`config.mk`:
```
export PLATFORM = sky130hd
export DESIGN_NAME = mff_top
export DESIGN_NICKNAME = d
export VERILOG_FILES = /design/src/rtl/mff_top.v /design/src/rtl/mff_fifo.v /design/src/rtl/mff_addr_mem.v
export VERILOG_INCLUDE_DIRS = /design/src /design/src/common
export SDC_FILE = /design/constraint.sdc
export NUM_CORES = 2
export LEC_CHECK = 0
export BUFFER_PORTS_ARGS = -buffer_cell sky130_fd_sc_hd__buf_2
export CORE_MARGIN = 1.5
export CORE_UTILIZATION = 30
export DETAILED_ROUTE_END_ITERATION = 10
export PLACE_DENSITY_LB_ADDON = 0.08
export SETUP_SLACK_MARGIN = 0.3
export SYNTH_ARGS = -nofsm -noshare
export SYNTH_HDL_FRONTEND = slang
export SYNTH_SLANG_ARGS = --single-unit
```
`constraint.sdc`:
```
create_clock -name i_mclk -period 24.2 [get_ports i_mclk]
set_clock_uncertainty 0.05 [all_clocks]
set_input_delay 0 -clock i_mclk [delete_from_list [all_inputs] [get_ports i_mclk]]
set_output_delay 0 -clock i_mclk [all_outputs]
set_load 0.02 [all_outputs]
```
`src/common/mff_regs.vh`:
```
// Constants for the frame format and address filter block.
`ifndef MFF_REGS_VH
`define MFF_REGS_VH

// Link timing: one serial bit every 100 ns on a 5 ns clock.
`define MFF_BIT_NS      100
`define MFF_CLK_NS      5

// Preamble length in alternating bits, and count index of the last of the two delimiter ones.
`define MFF_PRE_BITS    6'd62
`define MFF_PRE_LAST    6'd63

// Frame check sequence generator, bit-reflected form.
`define MFF_CRC_INIT    32'hFFFFFFFF
`define MFF_CRC_POLY    32'hEDB88320
`define MFF_CRC_RESIDUE 32'hDEBB20E3

// Station address memory shape.
`define MFF_AM_DEPTH    16
`define MFF_AM_AW       4
`define MFF_ADDR_W      48
`define MFF_AM_W        49
`define MFF_AM_VALID    48

// Byte positions of the destination and source address ends.
`define MFF_DA_END      16'h0006
`define MFF_SA_END      16'h000C

// Transmit buffer shape: eight data bits plus a last flag.
`define MFF_FIFO_W      9
`define MFF_FIFO_DEPTH  16
`define MFF_FIFO_AW     4

`endif

```
`src/rtl/mff_top.v`:
```
// Frame framer and address filter for a 10 Mb/s media access controller.
// Operation
// - Transmit preamble of 62 alternating one-zero bits.
// - Receive aligns bytes after two consecutive ones.
// - First bit zero means individual; exact match.
// - Individual frames need full-width memory match unless promiscuous.
// - First bit one means group; exact match.
// - All-ones destination means all stations.
// - Promiscuous accepts every individual-addressed frame.
// - Acceptance classes enabled by control inputs.
// - Self-received source checked before its CRC.
// - Unmatched source sets monitored bad flag.
// - Length/type field passes untouched, unused.
// - No transmit padding, no oversize rejection.
// - Frames up to 64k bytes untruncated.
// - CRC uses the 32-bit AUTODIN II polynomial.
// - Frame check sequence appended only when enabled.
// - Check CRC of received and self-received frames.
// - Report whole-frame byte count per received frame.
// - Preamble and delimiter are stripped on receive.
// - Received check sequence bytes are delivered.
`timescale 1ns/1ps
`default_nettype none
`include "mff_regs.vh"

module mff_top (
  // Clock and reset.
  input  wire                  i_mclk,
  input  wire                  i_rst,
  // Transmit byte stream from the host.
  input  wire [7:0]            i_tx_data,
  input  wire                  i_tx_last,
  input  wire                  i_tx_valid,
  output wire                  o_tx_ready,
  input  wire                  i_tx_fcs_en,
  // Transmit status.
  output wire                  o_tx_busy,
  output reg                   o_tx_stat_valid,
  output reg                   o_tx_monitored_bad_flag,
  output reg                   o_tx_self_crc_ok,
  // Serial transmit path to the encoder.
  output reg                   o_tx_bit,
  output reg                   o_tx_en,
  // Serial receive path from the decoder.
  input  wire                  i_rx_crs,
  input  wire                  i_rx_bit_stb,
  input  wire                  i_rx_bit,
  // Receive acceptance controls.
  input  wire                  i_acc_ind,
  input  wire                  i_acc_group,
  input  wire                  i_acc_bcast,
  input  wire                  i_acc_promisc,
  // Received bytes and per-frame status.
  output reg  [7:0]            o_rx_data,
  output reg                   o_rx_byte_valid,
  output reg                   o_rx_stat_valid,
  output reg                   o_rx_accept,
  output reg                   o_rx_crc_ok,
  output reg                   o_rx_is_group,
  output reg                   o_rx_is_bcast,
  output reg                   o_rx_align_err,
  output reg  [15:0]           o_rx_frame_byte_count_field,
  // Station address memory write port.
  input  wire                  i_am_we,
  input  wire [`MFF_AM_AW-1:0] i_am_idx,
  input  wire [`MFF_ADDR_W-1:0] i_am_addr,
  input  wire                  i_am_en
);

  // Cycles per serial bit, derived from the link and clock periods.
  localparam integer BIT_DIV = `MFF_BIT_NS / `MFF_CLK_NS;
  localparam [7:0]   BIT_DIV_M1 = BIT_DIV[7:0] - 8'h01;

  // Transmit states.
  localparam [3:0] TX_IDLE = 4'h1;
  localparam [3:0] TX_PRE  = 4'h2;
  localparam [3:0] TX_DATA = 4'h4;
  localparam [3:0] TX_FCS  = 4'h8;

  // Receive states.
  localparam [2:0] RX_IDLE = 3'h1;
  localparam [2:0] RX_PRE  = 3'h2;
  localparam [2:0] RX_DATA = 3'h4;

  // One serial bit step of the reflected CRC register.
  function [31:0] crc_step;
    input [31:0] c;
    input        b;
    begin
      if (c[0] ^ b) begin
        crc_step = {1'b0, c[31:1]} ^ `MFF_CRC_POLY;
      end else begin
        crc_step = {1'b0, c[31:1]};
      end
    end
  endfunction

  // ---------------- Transmit buffer ----------------
  wire [7:0] fifo_data;
  wire       fifo_last;
  wire       fifo_valid;
  reg        fifo_pop;

  // Host bytes are taken verbatim, source address included.
  mff_fifo #(
    .W  (`MFF_FIFO_W),
    .D  (`MFF_FIFO_DEPTH),
    .AW (`MFF_FIFO_AW)
  ) u_tx_fifo (
    .i_mclk      (i_mclk),
    .i_rst       (i_rst),
    .i_in_data   ({i_tx_last, i_tx_data}),
    .i_in_valid  (i_tx_valid),
    .o_in_ready  (o_tx_ready),
    .o_out_data  ({fifo_last, fifo_data}),
    .o_out_valid (fifo_valid),
    .i_out_ready (fifo_pop)
  );

  // ---------------- Bit-rate divider ----------------
  reg [7:0] div_r;
  wire      bit_en = (div_r == 8'h00);

  // Free-running divider makes a one-cycle enable per serial bit.
  always @(posedge i_mclk or posedge i_rst) begin
    if (i_rst) begin
      div_r <= 8'h00;
    end else if (bit_en) begin
      div_r <= BIT_DIV_M1;
    end else begin
      div_r <= div_r - 8'h01;
    end
  end

  // ---------------- Transmit serializer ----------------
  reg [3:0]  tx_st_r;
  reg [5:0]  tx_cnt_r;
  reg [7:0]  tx_sr_r;
  reg        tx_last_r;
  reg        tx_fcs_r;
  reg [31:0] tx_crc_r;

  assign o_tx_busy = (tx_st_r != TX_IDLE) | o_tx_en;

  // Pop the buffer whenever a byte is loaded into the shifter.
  always @* begin
    fifo_pop = 1'b0;
    if (bit_en & fifo_valid) begin
      if ((tx_st_r == TX_PRE) & (tx_cnt_r == `MFF_PRE_LAST)) begin
        fifo_pop = 1'b1;
      end else if ((tx_st_r == TX_DATA) & (tx_cnt_r[2:0] == 3'h7) & ~tx_last_r) begin
        fifo_pop = 1'b1;
      end
    end
  end

  // Serializer sends preamble, delimiter, data LSB first, then optional FCS.
  always @(posedge i_mclk or posedge i_rst) begin
    if (i_rst) begin
      tx_st_r   <= TX_IDLE;
      tx_cnt_r  <= 6'h00;
      tx_sr_r   <= 8'h00;
      tx_last_r <= 1'b0;
      tx_fcs_r  <= 1'b0;
      tx_crc_r  <= `MFF_CRC_INIT;
      o_tx_bit  <= 1'b0;
      o_tx_en   <= 1'b0;
    end else if (bit_en) begin
      case (tx_st_r)
        TX_IDLE: begin
          o_tx_bit <= 1'b0;
          o_tx_en  <= 1'b0;
          if (fifo_valid) begin
            o_tx_bit <= 1'b1;
            o_tx_en  <= 1'b1;
            tx_fcs_r <= i_tx_fcs_en;
            tx_cnt_r <= 6'h01;
            tx_st_r  <= TX_PRE;
          end
        end
        TX_PRE: begin
          // Alternating bits first, then the two delimiter ones.
          o_tx_bit <= (tx_cnt_r < `MFF_PRE_BITS) ? ~tx_cnt_r[0] : 1'b1;
          o_tx_en  <= 1'b1;
          tx_cnt_r <= tx_cnt_r + 6'h01;
          if (tx_cnt_r == `MFF_PRE_LAST) begin
            tx_sr_r   <= fifo_data;
            tx_last_r <= fifo_last | ~fifo_valid;
            tx_crc_r  <= `MFF_CRC_INIT;
            tx_cnt_r  <= 6'h00;
            tx_st_r   <= TX_DATA;
          end
        end
        TX_DATA: begin
          // Frames end where the host ends them, with no padding.
          o_tx_bit <= tx_sr_r[0];
          o_tx_en  <= 1'b1;
          tx_crc_r <= crc_step(tx_crc_r, tx_sr_r[0]);
          tx_sr_r  <= {1'b0, tx_sr_r[7:1]};
          tx_cnt_r <= tx_cnt_r + 6'h01;
          if (tx_cnt_r[2:0] == 3'h7) begin
            tx_cnt_r <= 6'h00;
            if (tx_last_r | ~fifo_valid) begin
              tx_st_r <= tx_fcs_r ? TX_FCS : TX_IDLE;
            end else begin
              tx_sr_r   <= fifo_data;
              tx_last_r <= fifo_last;
            end
          end
        end
        TX_FCS: begin
          // Complemented register goes out LSB first.
          o_tx_bit <= ~tx_crc_r[0];
          o_tx_en  <= 1'b1;
          tx_crc_r <= {1'b1, tx_crc_r[31:1]};
          tx_cnt_r <= tx_cnt_r + 6'h01;
          if (tx_cnt_r == 6'h1F) begin
            tx_st_r <= TX_IDLE;
          end
        end
        default: begin
          tx_st_r <= TX_IDLE;
          o_tx_en <= 1'b0;
        end
      endcase
    end
  end

  // ---------------- Station address memory and scan ----------------
  reg  [4:0]            scan_cnt_r;
  reg                   scan_busy_r;
  reg                   scan_sa_r;
  wire [`MFF_AM_W-1:0]  am_rdata;
  reg  [`MFF_ADDR_W-1:0] da_r;
  reg  [`MFF_ADDR_W-1:0] sa_r;
  reg                   da_hit_r;
  reg                   sa_hit_r;
  reg                   sa_done_r;

  mff_addr_mem u_addr_mem (
    .i_mclk  (i_mclk),
    .i_we    (i_am_we),
    .i_widx  (i_am_idx),
    .i_wdata ({i_am_en, i_am_addr}),
    .i_ridx  (scan_cnt_r[3:0]),
    .o_rdata (am_rdata)
  );

  // Entry compared this cycle was read on the previous one; full width only.
  wire [`MFF_ADDR_W-1:0] scan_key = scan_sa_r ? sa_r : da_r;
  wire scan_cmp = scan_busy_r & (scan_cnt_r != 5'h00);
  wire scan_eq  = am_rdata[`MFF_AM_VALID] & (am_rdata[`MFF_ADDR_W-1:0] == scan_key);

  // ---------------- Receive deframer ----------------
  reg [2:0]  rx_st_r;
  reg        rx_prev_r;
  reg [2:0]  rx_bitc_r;
  reg [7:0]  rx_sr_r;
  reg [15:0] rx_bytes_r;
  reg [31:0] rx_crc_r;
  reg        rx_self_r;

  wire [7:0]  rx_byte   = {i_rx_bit, rx_sr_r[7:1]};
  wire [15:0] rx_bytes1 = rx_bytes_r + 16'h0001;
  wire [2:0]  sa_slot   = rx_bytes_r[2:0] - 3'h6;
  wire        da_group  = da_r[0];
  wire        da_bcast  = &da_r;

  // Scan runs sixteen reads after the destination address lands, and after the source address of a self-received frame.
  always @(posedge i_mclk or posedge i_rst) begin
    if (i_rst) begin
      scan_busy_r <= 1'b0;
      scan_cnt_r  <= 5'h00;
      scan_sa_r   <= 1'b0;
      da_hit_r    <= 1'b0;
      sa_hit_r    <= 1'b0;
      sa_done_r   <= 1'b0;
    end else begin
      if ((rx_st_r == RX_PRE) & i_rx_bit_stb & i_rx_bit & rx_prev_r) begin
        da_hit_r  <= 1'b0;
        sa_hit_r  <= 1'b0;
        sa_done_r <= 1'b0;
      end
      if (scan_cmp & scan_eq) begin
        if (scan_sa_r) begin
          sa_hit_r <= 1'b1;
        end else begin
          da_hit_r <= 1'b1;
        end
      end
      if (scan_busy_r) begin
        scan_cnt_r <= scan_cnt_r + 5'h01;
        if (scan_cnt_r == 5'h10) begin
          scan_busy_r <= 1'b0;
          sa_done_r   <= scan_sa_r;
        end
      end else if ((rx_st_r == RX_DATA) & i_rx_bit_stb & (rx_bitc_r == 3'h7)) begin
        if (rx_bytes1 == `MFF_DA_END) begin
          scan_busy_r <= 1'b1;
          scan_cnt_r  <= 5'h00;
          scan_sa_r   <= 1'b0;
        end else if ((rx_bytes1 == `MFF_SA_END) & rx_self_r) begin
          scan_busy_r <= 1'b1;
          scan_cnt_r  <= 5'h00;
          scan_sa_r   <= 1'b1;
        end
      end
    end
  end

  // Deframer hunts the delimiter, shifts bytes in, counts and checks them.
  always @(posedge i_mclk or posedge i_rst) begin
    if (i_rst) begin
      rx_st_r         <= RX_IDLE;
      rx_prev_r       <= 1'b0;
      rx_bitc_r       <= 3'h0;
      rx_sr_r         <= 8'h00;
      rx_bytes_r      <= 16'h0000;
      rx_crc_r        <= `MFF_CRC_INIT;
      rx_self_r       <= 1'b0;
      da_r            <= {`MFF_ADDR_W{1'b0}};
      sa_r            <= {`MFF_ADDR_W{1'b0}};
      o_rx_data       <= 8'h00;
      o_rx_byte_valid <= 1'b0;
    end else begin
      o_rx_byte_valid <= 1'b0;
      case (rx_st_r)
        RX_IDLE: begin
          rx_prev_r <= 1'b0;
          if (i_rx_crs) begin
            rx_st_r <= RX_PRE;
          end
        end
        RX_PRE: begin
          // Preamble bits are consumed here and never delivered.
          if (~i_rx_crs) begin
            rx_st_r <= RX_IDLE;
          end else if (i_rx_bit_stb) begin
            rx_prev_r <= i_rx_bit;
            if (i_rx_bit & rx_prev_r) begin
              rx_st_r    <= RX_DATA;
              rx_bitc_r  <= 3'h0;
              rx_bytes_r <= 16'h0000;
              rx_crc_r   <= `MFF_CRC_INIT;
              rx_self_r  <= o_tx_busy;
            end
          end
        end
        RX_DATA: begin
          if (~i_rx_crs) begin
            rx_st_r <= RX_IDLE;
          end else if (i_rx_bit_stb) begin
            rx_sr_r   <= rx_byte;
            rx_crc_r  <= crc_step(rx_crc_r, i_rx_bit);
            rx_bitc_r <= rx_bitc_r + 3'h1;
            if (rx_bitc_r == 3'h7) begin
              // Every byte of a frame that is not self-received, check sequence included, goes out.
              o_rx_data       <= rx_byte;
              o_rx_byte_valid <= ~rx_self_r;
              rx_bytes_r      <= rx_bytes1;
              if (rx_bytes_r < `MFF_DA_END) begin
                da_r[{rx_bytes_r[2:0], 3'b000} +: 8] <= rx_byte;
              end else if (rx_bytes_r < `MFF_SA_END) begin
                sa_r[{sa_slot, 3'b000} +: 8] <= rx_byte;
              end
            end
          end
        end
        default: begin
          rx_st_r <= RX_IDLE;
        end
      endcase
    end
  end

  // Acceptance decision from the address class and the enabled classes.
  wire rx_ind_ok = ~da_group & ((i_acc_ind & da_hit_r) | i_acc_promisc);
  wire rx_grp_ok = da_group & ~da_bcast & i_acc_group & da_hit_r;
  wire rx_bc_ok  = da_bcast & (i_acc_bcast | (i_acc_group & da_hit_r));
  wire rx_end    = (rx_st_r == RX_DATA) & ~i_rx_crs;
  wire rx_good   = (rx_crc_r == `MFF_CRC_RESIDUE);
  wire rx_full   = (rx_bytes_r >= `MFF_DA_END);

  // Frame-end status; oversize frames are never flagged.
  always @(posedge i_mclk or posedge i_rst) begin
    if (i_rst) begin
      o_rx_stat_valid             <= 1'b0;
      o_rx_accept                 <= 1'b0;
      o_rx_crc_ok                 <= 1'b0;
      o_rx_is_group               <= 1'b0;
      o_rx_is_bcast               <= 1'b0;
      o_rx_align_err              <= 1'b0;
      o_rx_frame_byte_count_field <= 16'h0000;
      o_tx_stat_valid             <= 1'b0;
      o_tx_monitored_bad_flag     <= 1'b0;
      o_tx_self_crc_ok            <= 1'b0;
    end else begin
      o_rx_stat_valid <= 1'b0;
      o_tx_stat_valid <= 1'b0;
      if (rx_end & ~rx_self_r) begin
        o_rx_stat_valid             <= 1'b1;
        o_rx_accept                 <= rx_full & (rx_ind_ok | rx_grp_ok | rx_bc_ok);
        o_rx_crc_ok                 <= rx_good;
        o_rx_is_group               <= da_group;
        o_rx_is_bcast               <= da_bcast;
        o_rx_align_err              <= (rx_bitc_r != 3'h0);
        o_rx_frame_byte_count_field <= rx_bytes_r;
      end
      if (rx_end & rx_self_r) begin
        // Source result was settled by the scan before the CRC is judged.
        o_tx_stat_valid         <= 1'b1;
        o_tx_monitored_bad_flag <= ~(sa_done_r & sa_hit_r);
        o_tx_self_crc_ok        <= rx_good;
      end
    end
  end

endmodule

`default_nettype wire

```
`src/rtl/mff_fifo.v`:
```
// Synchronous FIFO with valid and ready on both sides.
`timescale 1ns/1ps
`default_nettype none

module mff_fifo #(
  parameter W  = 9,
  parameter D  = 16,
  parameter AW = 4
) (
  // Clock and reset.
  input  wire          i_mclk,
  input  wire          i_rst,
  // Fill side.
  input  wire [W-1:0]  i_in_data,
  input  wire          i_in_valid,
  output wire          o_in_ready,
  // Drain side.
  output wire [W-1:0]  o_out_data,
  output wire          o_out_valid,
  input  wire          i_out_ready
);

  reg [W-1:0] mem_r [0:D-1];
  reg [AW-1:0] wptr_r;
  reg [AW-1:0] rptr_r;
  reg [AW:0]   count_r;

  wire push = i_in_valid & o_in_ready;
  wire pop  = o_out_valid & i_out_ready;

  // Full and empty come straight from the occupancy count.
  assign o_in_ready  = (count_r != D[AW:0]);
  assign o_out_valid = (count_r != {(AW+1){1'b0}});
  assign o_out_data  = mem_r[rptr_r];

  // Storage array is written only on an accepted push.
  always @(posedge i_mclk) begin
    if (push) begin
      mem_r[wptr_r] <= i_in_data;
    end
  end

  // Pointers wrap naturally since the depth is a power of two.
  always @(posedge i_mclk or posedge i_rst) begin
    if (i_rst) begin
      wptr_r  <= {AW{1'b0}};
      rptr_r  <= {AW{1'b0}};
      count_r <= {(AW+1){1'b0}};
    end else begin
      if (push) begin
        wptr_r <= wptr_r + 1'b1;
      end
      if (pop) begin
        rptr_r <= rptr_r + 1'b1;
      end
      if (push & ~pop) begin
        count_r <= count_r + 1'b1;
      end else if (pop & ~push) begin
        count_r <= count_r - 1'b1;
      end
    end
  end

endmodule

`default_nettype wire

```
`src/rtl/mff_addr_mem.v`:
```
// Station address memory with one write port and a registered read port.
`timescale 1ns/1ps
`default_nettype none
`include "mff_regs.vh"

module mff_addr_mem (
  // Clock.
  input  wire                  i_mclk,
  // Write port, entry valid bit on top.
  input  wire                  i_we,
  input  wire [`MFF_AM_AW-1:0] i_widx,
  input  wire [`MFF_AM_W-1:0]  i_wdata,
  // Read port, data one cycle after the index.
  input  wire [`MFF_AM_AW-1:0] i_ridx,
  output reg  [`MFF_AM_W-1:0]  o_rdata
);

  reg [`MFF_AM_W-1:0] mem_r [0:`MFF_AM_DEPTH-1];

  // Write and registered read share the clock.
  always @(posedge i_mclk) begin
    if (i_we) begin
      mem_r[i_widx] <= i_wdata;
    end
    o_rdata <= mem_r[i_ridx];
  end

endmodule

`default_nettype wire

```
Word-level counts from Yosys, hierarchy flattened
Memory sizes are Yosys's and may differ from the RTL's. A register that Yosys moved wholly into a read port is not among the register bits.
Cells that the tools add are included.
{ "classes": {"addsub": 12, "magnitude_cmp": 4, "n_eq_ne": 34, "n_shift": 4, "muxes": 94, "bitwise_logic": 54, "n_reduce_logical": 33} }
{ "op_table": {"columns": ["operator", "count"], "rows": [
  ["$mux W32", 8],
  ["$bwmux W48", 2],
  ["$mux W16", 6],
  ["$pmux W32 S3", 1],
  ["$shift A8 B8 Y48 const A", 2],
  ["$shiftx A8 B8 Y48", 2],
  ["$pmux W32 S2", 1],
  ["$eq A48 B48 Y1", 1],
  ["$mux W48", 1],
  ["$reduce_and A48 Y1", 1],
  ["$mux W1", 36],
  ["$eq A32 B32 Y1 const B", 1],
  ["$mux W8", 4],
  ["$pmux W16 S2", 1],
  ["$and A1 B1 Y1", 30],
  ["$mux W3", 10],
  ["$mux W5", 6],
  ["$not A13 Y14", 2],
  ["$mux W4", 6],
  ["$pmux W6 S4", 1],
  ["$reduce_and A3 Y1", 7],
  ["$mux W6", 3],
  ["$ne A2 B2 Y1 const B", 9],
  ["$reduce_and A6 Y1", 3],
  ["other kinds (49)", 91]
]} }
{ "totals": {"regBits": 279, "mem_bits_rw": 928, "in_bits": 74, "output_inout_bits": 38, "elab_cells": 276, "mem_count": 2} }
{ "memory_table": {"columns": ["name", "words", "word_bits", "read_ports", "rd_clocked_by_memory_dff", "wr", "line", "source"], "rows": [
  ["u_addr_mem.mem_r", 16, 49, 1, 1, 1, "mff_addr_mem.v:18", "reg [`MFF_AM_W-1:0] mem_r [0:`MFF_AM_DEPTH-1];"],
  ["u_tx_fifo.mem_r", 16, 9, 1, 0, 1, "mff_fifo.v:23", "reg [W-1:0] mem_r [0:D-1];"]
]} }

Depth between registers and ports, before layout
{ "logic_depth": {"ltp_word": 10, "mapped_depth": 13, "mapped_depth_nobuf": 13} }

Cells and area by module
A second synthesis with hierarchy kept.
{ "hier_totals": {"cells_unflattened": 2894, "area_unflattened_um2": 49670.1} }
{ "by_module_without_submodules": {"columns": ["mod", "instances", "cells_each", "area_each_um2", "seq_area_each_um2"], "rows": [
  ["mff_addr_mem", 1, 1268, 30336.6, 24523.5],
  ["mff_top", 1, 1280, 12899.9, 6713.9],
  ["mff_fifo", 1, 346, 6433.7, 4649.5]
]} }

Worst setup path before layout
Ideal clock, no wire load.
{ "synth_timing": {"path_kind": "input -> register", "start": "input i_am_idx[3]", "end": "memory u_addr_mem.mem_r[0][0] in the netlist's numbering (enable)", "setup_time_ns": 0.517, "arrival_ns": 3.858, "required_time_ns": 23.633, "slack_ns": 19.775, "cell_stages": 2, "path_buffers": 0, "cell_sequence": "or3b_2 nor3_1"} }
{ "synth_rtl": {"columns": ["element", "line", "source"], "rows": [
  ["start: declaration", "mff_top.v:65", "input wire [`MFF_AM_AW-1:0] i_am_idx,"],
  ["end: declaration", "mff_addr_mem.v:18", null]
]} }
No word-level cell before the write port.

==> impl_results.md <==
- Worst Path Arrival: 5.16 ns
- Final setup fails: 0
- PortBufs: 111
- Yosys cell types: 68
- Fin nets: 3143
- Setup TNS: 0 ns
- Syn Inst Count: 2790
- Maxcap violations: 0
- Unrepaired setup endpoints after global routing: false
- H-tree depth: 4
- FF/Latch Area: 35900 um2
- Post-synth top area share: 56.2%
- Initial antenna violation count: 10
- Total Wirelength: 133000 um
- Final max-slew violation count: 0
- Crit-path slowest cell: dfrtp_4
- Slowest stage delay, CP: 0.91 ns
- Post-synth EDFFs: 928
- Most used cell, CP: buf_4
- Flops & latches, synth: 1255
- Period utilization: 18.8%
- Largest area contributor in the netlist: edfxtp_1
- # rows: 149
- Avg Inst Size Synth: 17.8 um2
- Die area: 168000 um2
- Final min period: 4.56 ns
- Setup ws final: 19.64 ns
- Final Hold Viols: 0
- Status: finished clean
- Syn Nets: 2894
- Pre-antenna DRT Iters: 5
- Area Growth Syn to Fin: 18.2%
- Post-route ant nets: 0
- Setup crit end kind: flop
- Crit-path max FO: 57
- TritonCTS Buffers: 145
- DR vias: 25900
- Vias per cell: 4.84
- Clk pin slew, worst setup/hold paths: 0.06 ns
- Post-Syn Area: 49600 um2
- Leak: 20.2 nW
- CP Cell Sequence: buf_4, buf_4, buf_4, mux4_2, mux4_2
- Area taken by multi-input logic gates: 13200 um2
- CP Launch Type: flop
- Worst VDD drop: 0.0792 mV
- Synth top area cells: edfxtp_1, mux4_2, dfrtp_1
- First-pass GRT wire length: 195000 um
- Worst-Margin Slew: 1.20 ns
- Layout cell share with drive strength beyond 1: 26.7%
- Final design utilization: 35.6%
- Final HPWL from detailed placement: 76200 um
- Largest net degree at the start of global routing: 164
- Core ar.: 165000 um2
- Skew-Pair Late Insertion Delay: 0.78 ns
- Die W: 410 um
- Max Fclk: 0.219 GHz
- Initial Utilization: 30.1%
- Power per cell area: 83.6 nW/um2
- Die Y: 410 um
- TritonCTS clock tree: yes
- Worst rel slew slack: 19.3%
- Vias in the first global route: 27700
- Gr usage total: 16.0%
- Drt initial violations: 1880
- Drt drc: 0
- Routability cong.: 0.785
- Clock Sinks: 1255
- Async SR Flop Fraction: 22.2%
- Total global routing overflow: 0
- Min-delay worst type: primary input to flop
- Clk buf depth: 3
- Primary FF master, synth: edfxtp_1
- Fillers: 15400
- Setup bufs post-CTS: 0
- Req. time, crit path: 24.80 ns
- Placement-stage worst setup slack: 19.49 ns
- Critical path type: flop to flop
- Clk root buf: clkbuf_16
- Post-synthesis sequential area ratio: 72.4%
- I/O Pins: 112
- Routed WL per cell: 24.8 um
- Synth warnings: 0
-- sequential cells by signal, summed over array words and instances (netlist names), 3 cells and up --
signal,count
o_rx_data,8
tx_st_r,4
o_rx_frame_byte_count_field,16
rx_bitc_r,3
sa_r,48
rx_bytes_r,16
u_addr_mem.mem_r,784
tx_sr_r,8
u_tx_fifo.wptr_r,4
u_tx_fifo.mem_r,144
u_addr_mem.o_rdata,49
u_tx_fifo.rptr_r,4
scan_cnt_r,5
da_r,48
div_r,8
tx_crc_r,32
rx_crc_r,32
tx_cnt_r,6
u_tx_fifo.count_r,5
rx_st_r,3
rx_sr_r,7
-- synthesized netlist by cell type, drive strengths merged, types with 5 or more instances --
cell type and number:
dfxtp 49, dfstp 66, or3 5, or2 7, o22a 20, mux4 290, ha 29, nand3 21
o41ai 5, buf 40, a21oi 40, nor3 26, a31oi 9, mux2i 59, dfrtp 212, clkbuf 107
edfxtp 928, o21ai 146, nor2b 8, o31ai 13, inv 25, nand2b 26, nand4 33, nor2 111
mux2 53, xnor2 71, nand2 296, o211ai 5, nor4b 6, nor4 23, xor2 10
-- logic make-up (layout without fill, tap and decap cells) --
group	after synthesis	after routing	share of synthesized area, %
flip-flops	1255	1255	72.4
AND/OR/NAND/NOR	590	590	5.46
multiplexers	402	402	15.6
AO/OA/AOI/OAI	259	259	3.05
buffers and inverters	173	544	1.34
XOR/XNOR	81	81	1.43
adder cells (fa/ha/maj)	30	30	0.772
other	0	2	0
-- layout by cell type (no fill, tap or decap), types with 40 or more instances in the layout --
cell / count
edfxtp_1: 928
nand2_1: 296
mux4_2: 290
dfrtp_1: 205
clkbuf_16: 145
o21ai_0: 138
buf_2: 111
nor2_1: 99
dlygate4sd3_1: 74
xnor2_1: 71
dfstp_2: 66
buf_4: 63
mux2i_1: 59
mux2_2: 51
dfxtp_1: 49
a21oi_1: 40
-- timing repair --
item                                   4_1_cts  5_1_grt
resized for setup                            0        0
hold buffers                                74        0
endpoints found under the hold margin     1204        0
-- final cells by class --
| type | instances | area share, % |
|---|---|---|
| sequential | 1255 | 61.3 |
| multi-input combinational | 1362 | 22.5 |
| clock buffer | 203 | 6.91 |
| tap | 2189 | 4.68 |
| timing repair buffer | 249 | 3.05 |
| clock inverter | 66 | 1.40 |
| inverter | 26 | 0.179 |
| antenna | 2 | 0.00854 |
-- through the flow --
stage / std cells / hold WS, ns / instance area [um2] / total power [mW]
2_1_floorplan: 2790 / 0.0489 / 49600 / 2.63
6_report: 5352 / 0.0789 / 58600 / 4.90
3_5_place_dp: 5007 / 0.169 / 53000 / 2.73
5_1_grt: 5351 / 0.0445 / 58600 / 5.08
3_3_place_gp: 5007 / 0.162 / 53000 / 2.72
4_1_cts: 5350 / 0.00532 / 58600 / 4.98
-- per-layer routing --
layer / vias to the layer above / wire [um] / global-route usage (%)
met4: 10 / 2300 / 3.90
met5: - / 57 / 0
met3: 167 / 4390 / 2.77
li1: 11400 / - / -
met1: 13800 / 62100 / 22.3
met2: 432 / 63900 / 26.0
-- report_power, final --
group	internal [mW]	leakage (nW)	switching, mW
clock network	1.29	2.37	0.912
logic	0.0867	5.53	0.136
registers	2.42	12.3	0.0465
-- worst max-delay path, delay by kind of cell (launching register included) --
family	cells	cell delay (ns)
multiplexers	2	0.89
flip-flops	1	0.91
buffers and inverters	3	2.43
-- final timing paths --
| path | startpoint | endpoint | slack [ns] | cells past startpoint |
|---|---|---|---|---|
| max in group asynchronous | i_rst | scan_sa_r | 22.14 | 5 |
| hold reg to reg | div_r[0] | div_r[0] | 0.42 | 1 |
| setup / recovery | scan_cnt_r[1] | u_addr_mem.o_rdata[43] | 19.64 | 5 |
| min in group asynchronous | i_rst | u_tx_fifo.count_r[4] | 0.46 | 4 |
| hold / removal | i_am_idx[2] | u_addr_mem.mem_r[2][15] | 0.08 | 4 |
| setup reg to reg | scan_cnt_r[1] | u_addr_mem.o_rdata[43] | 19.64 | 5 |
Note: power is estimated with default switching activity, not from simulation.
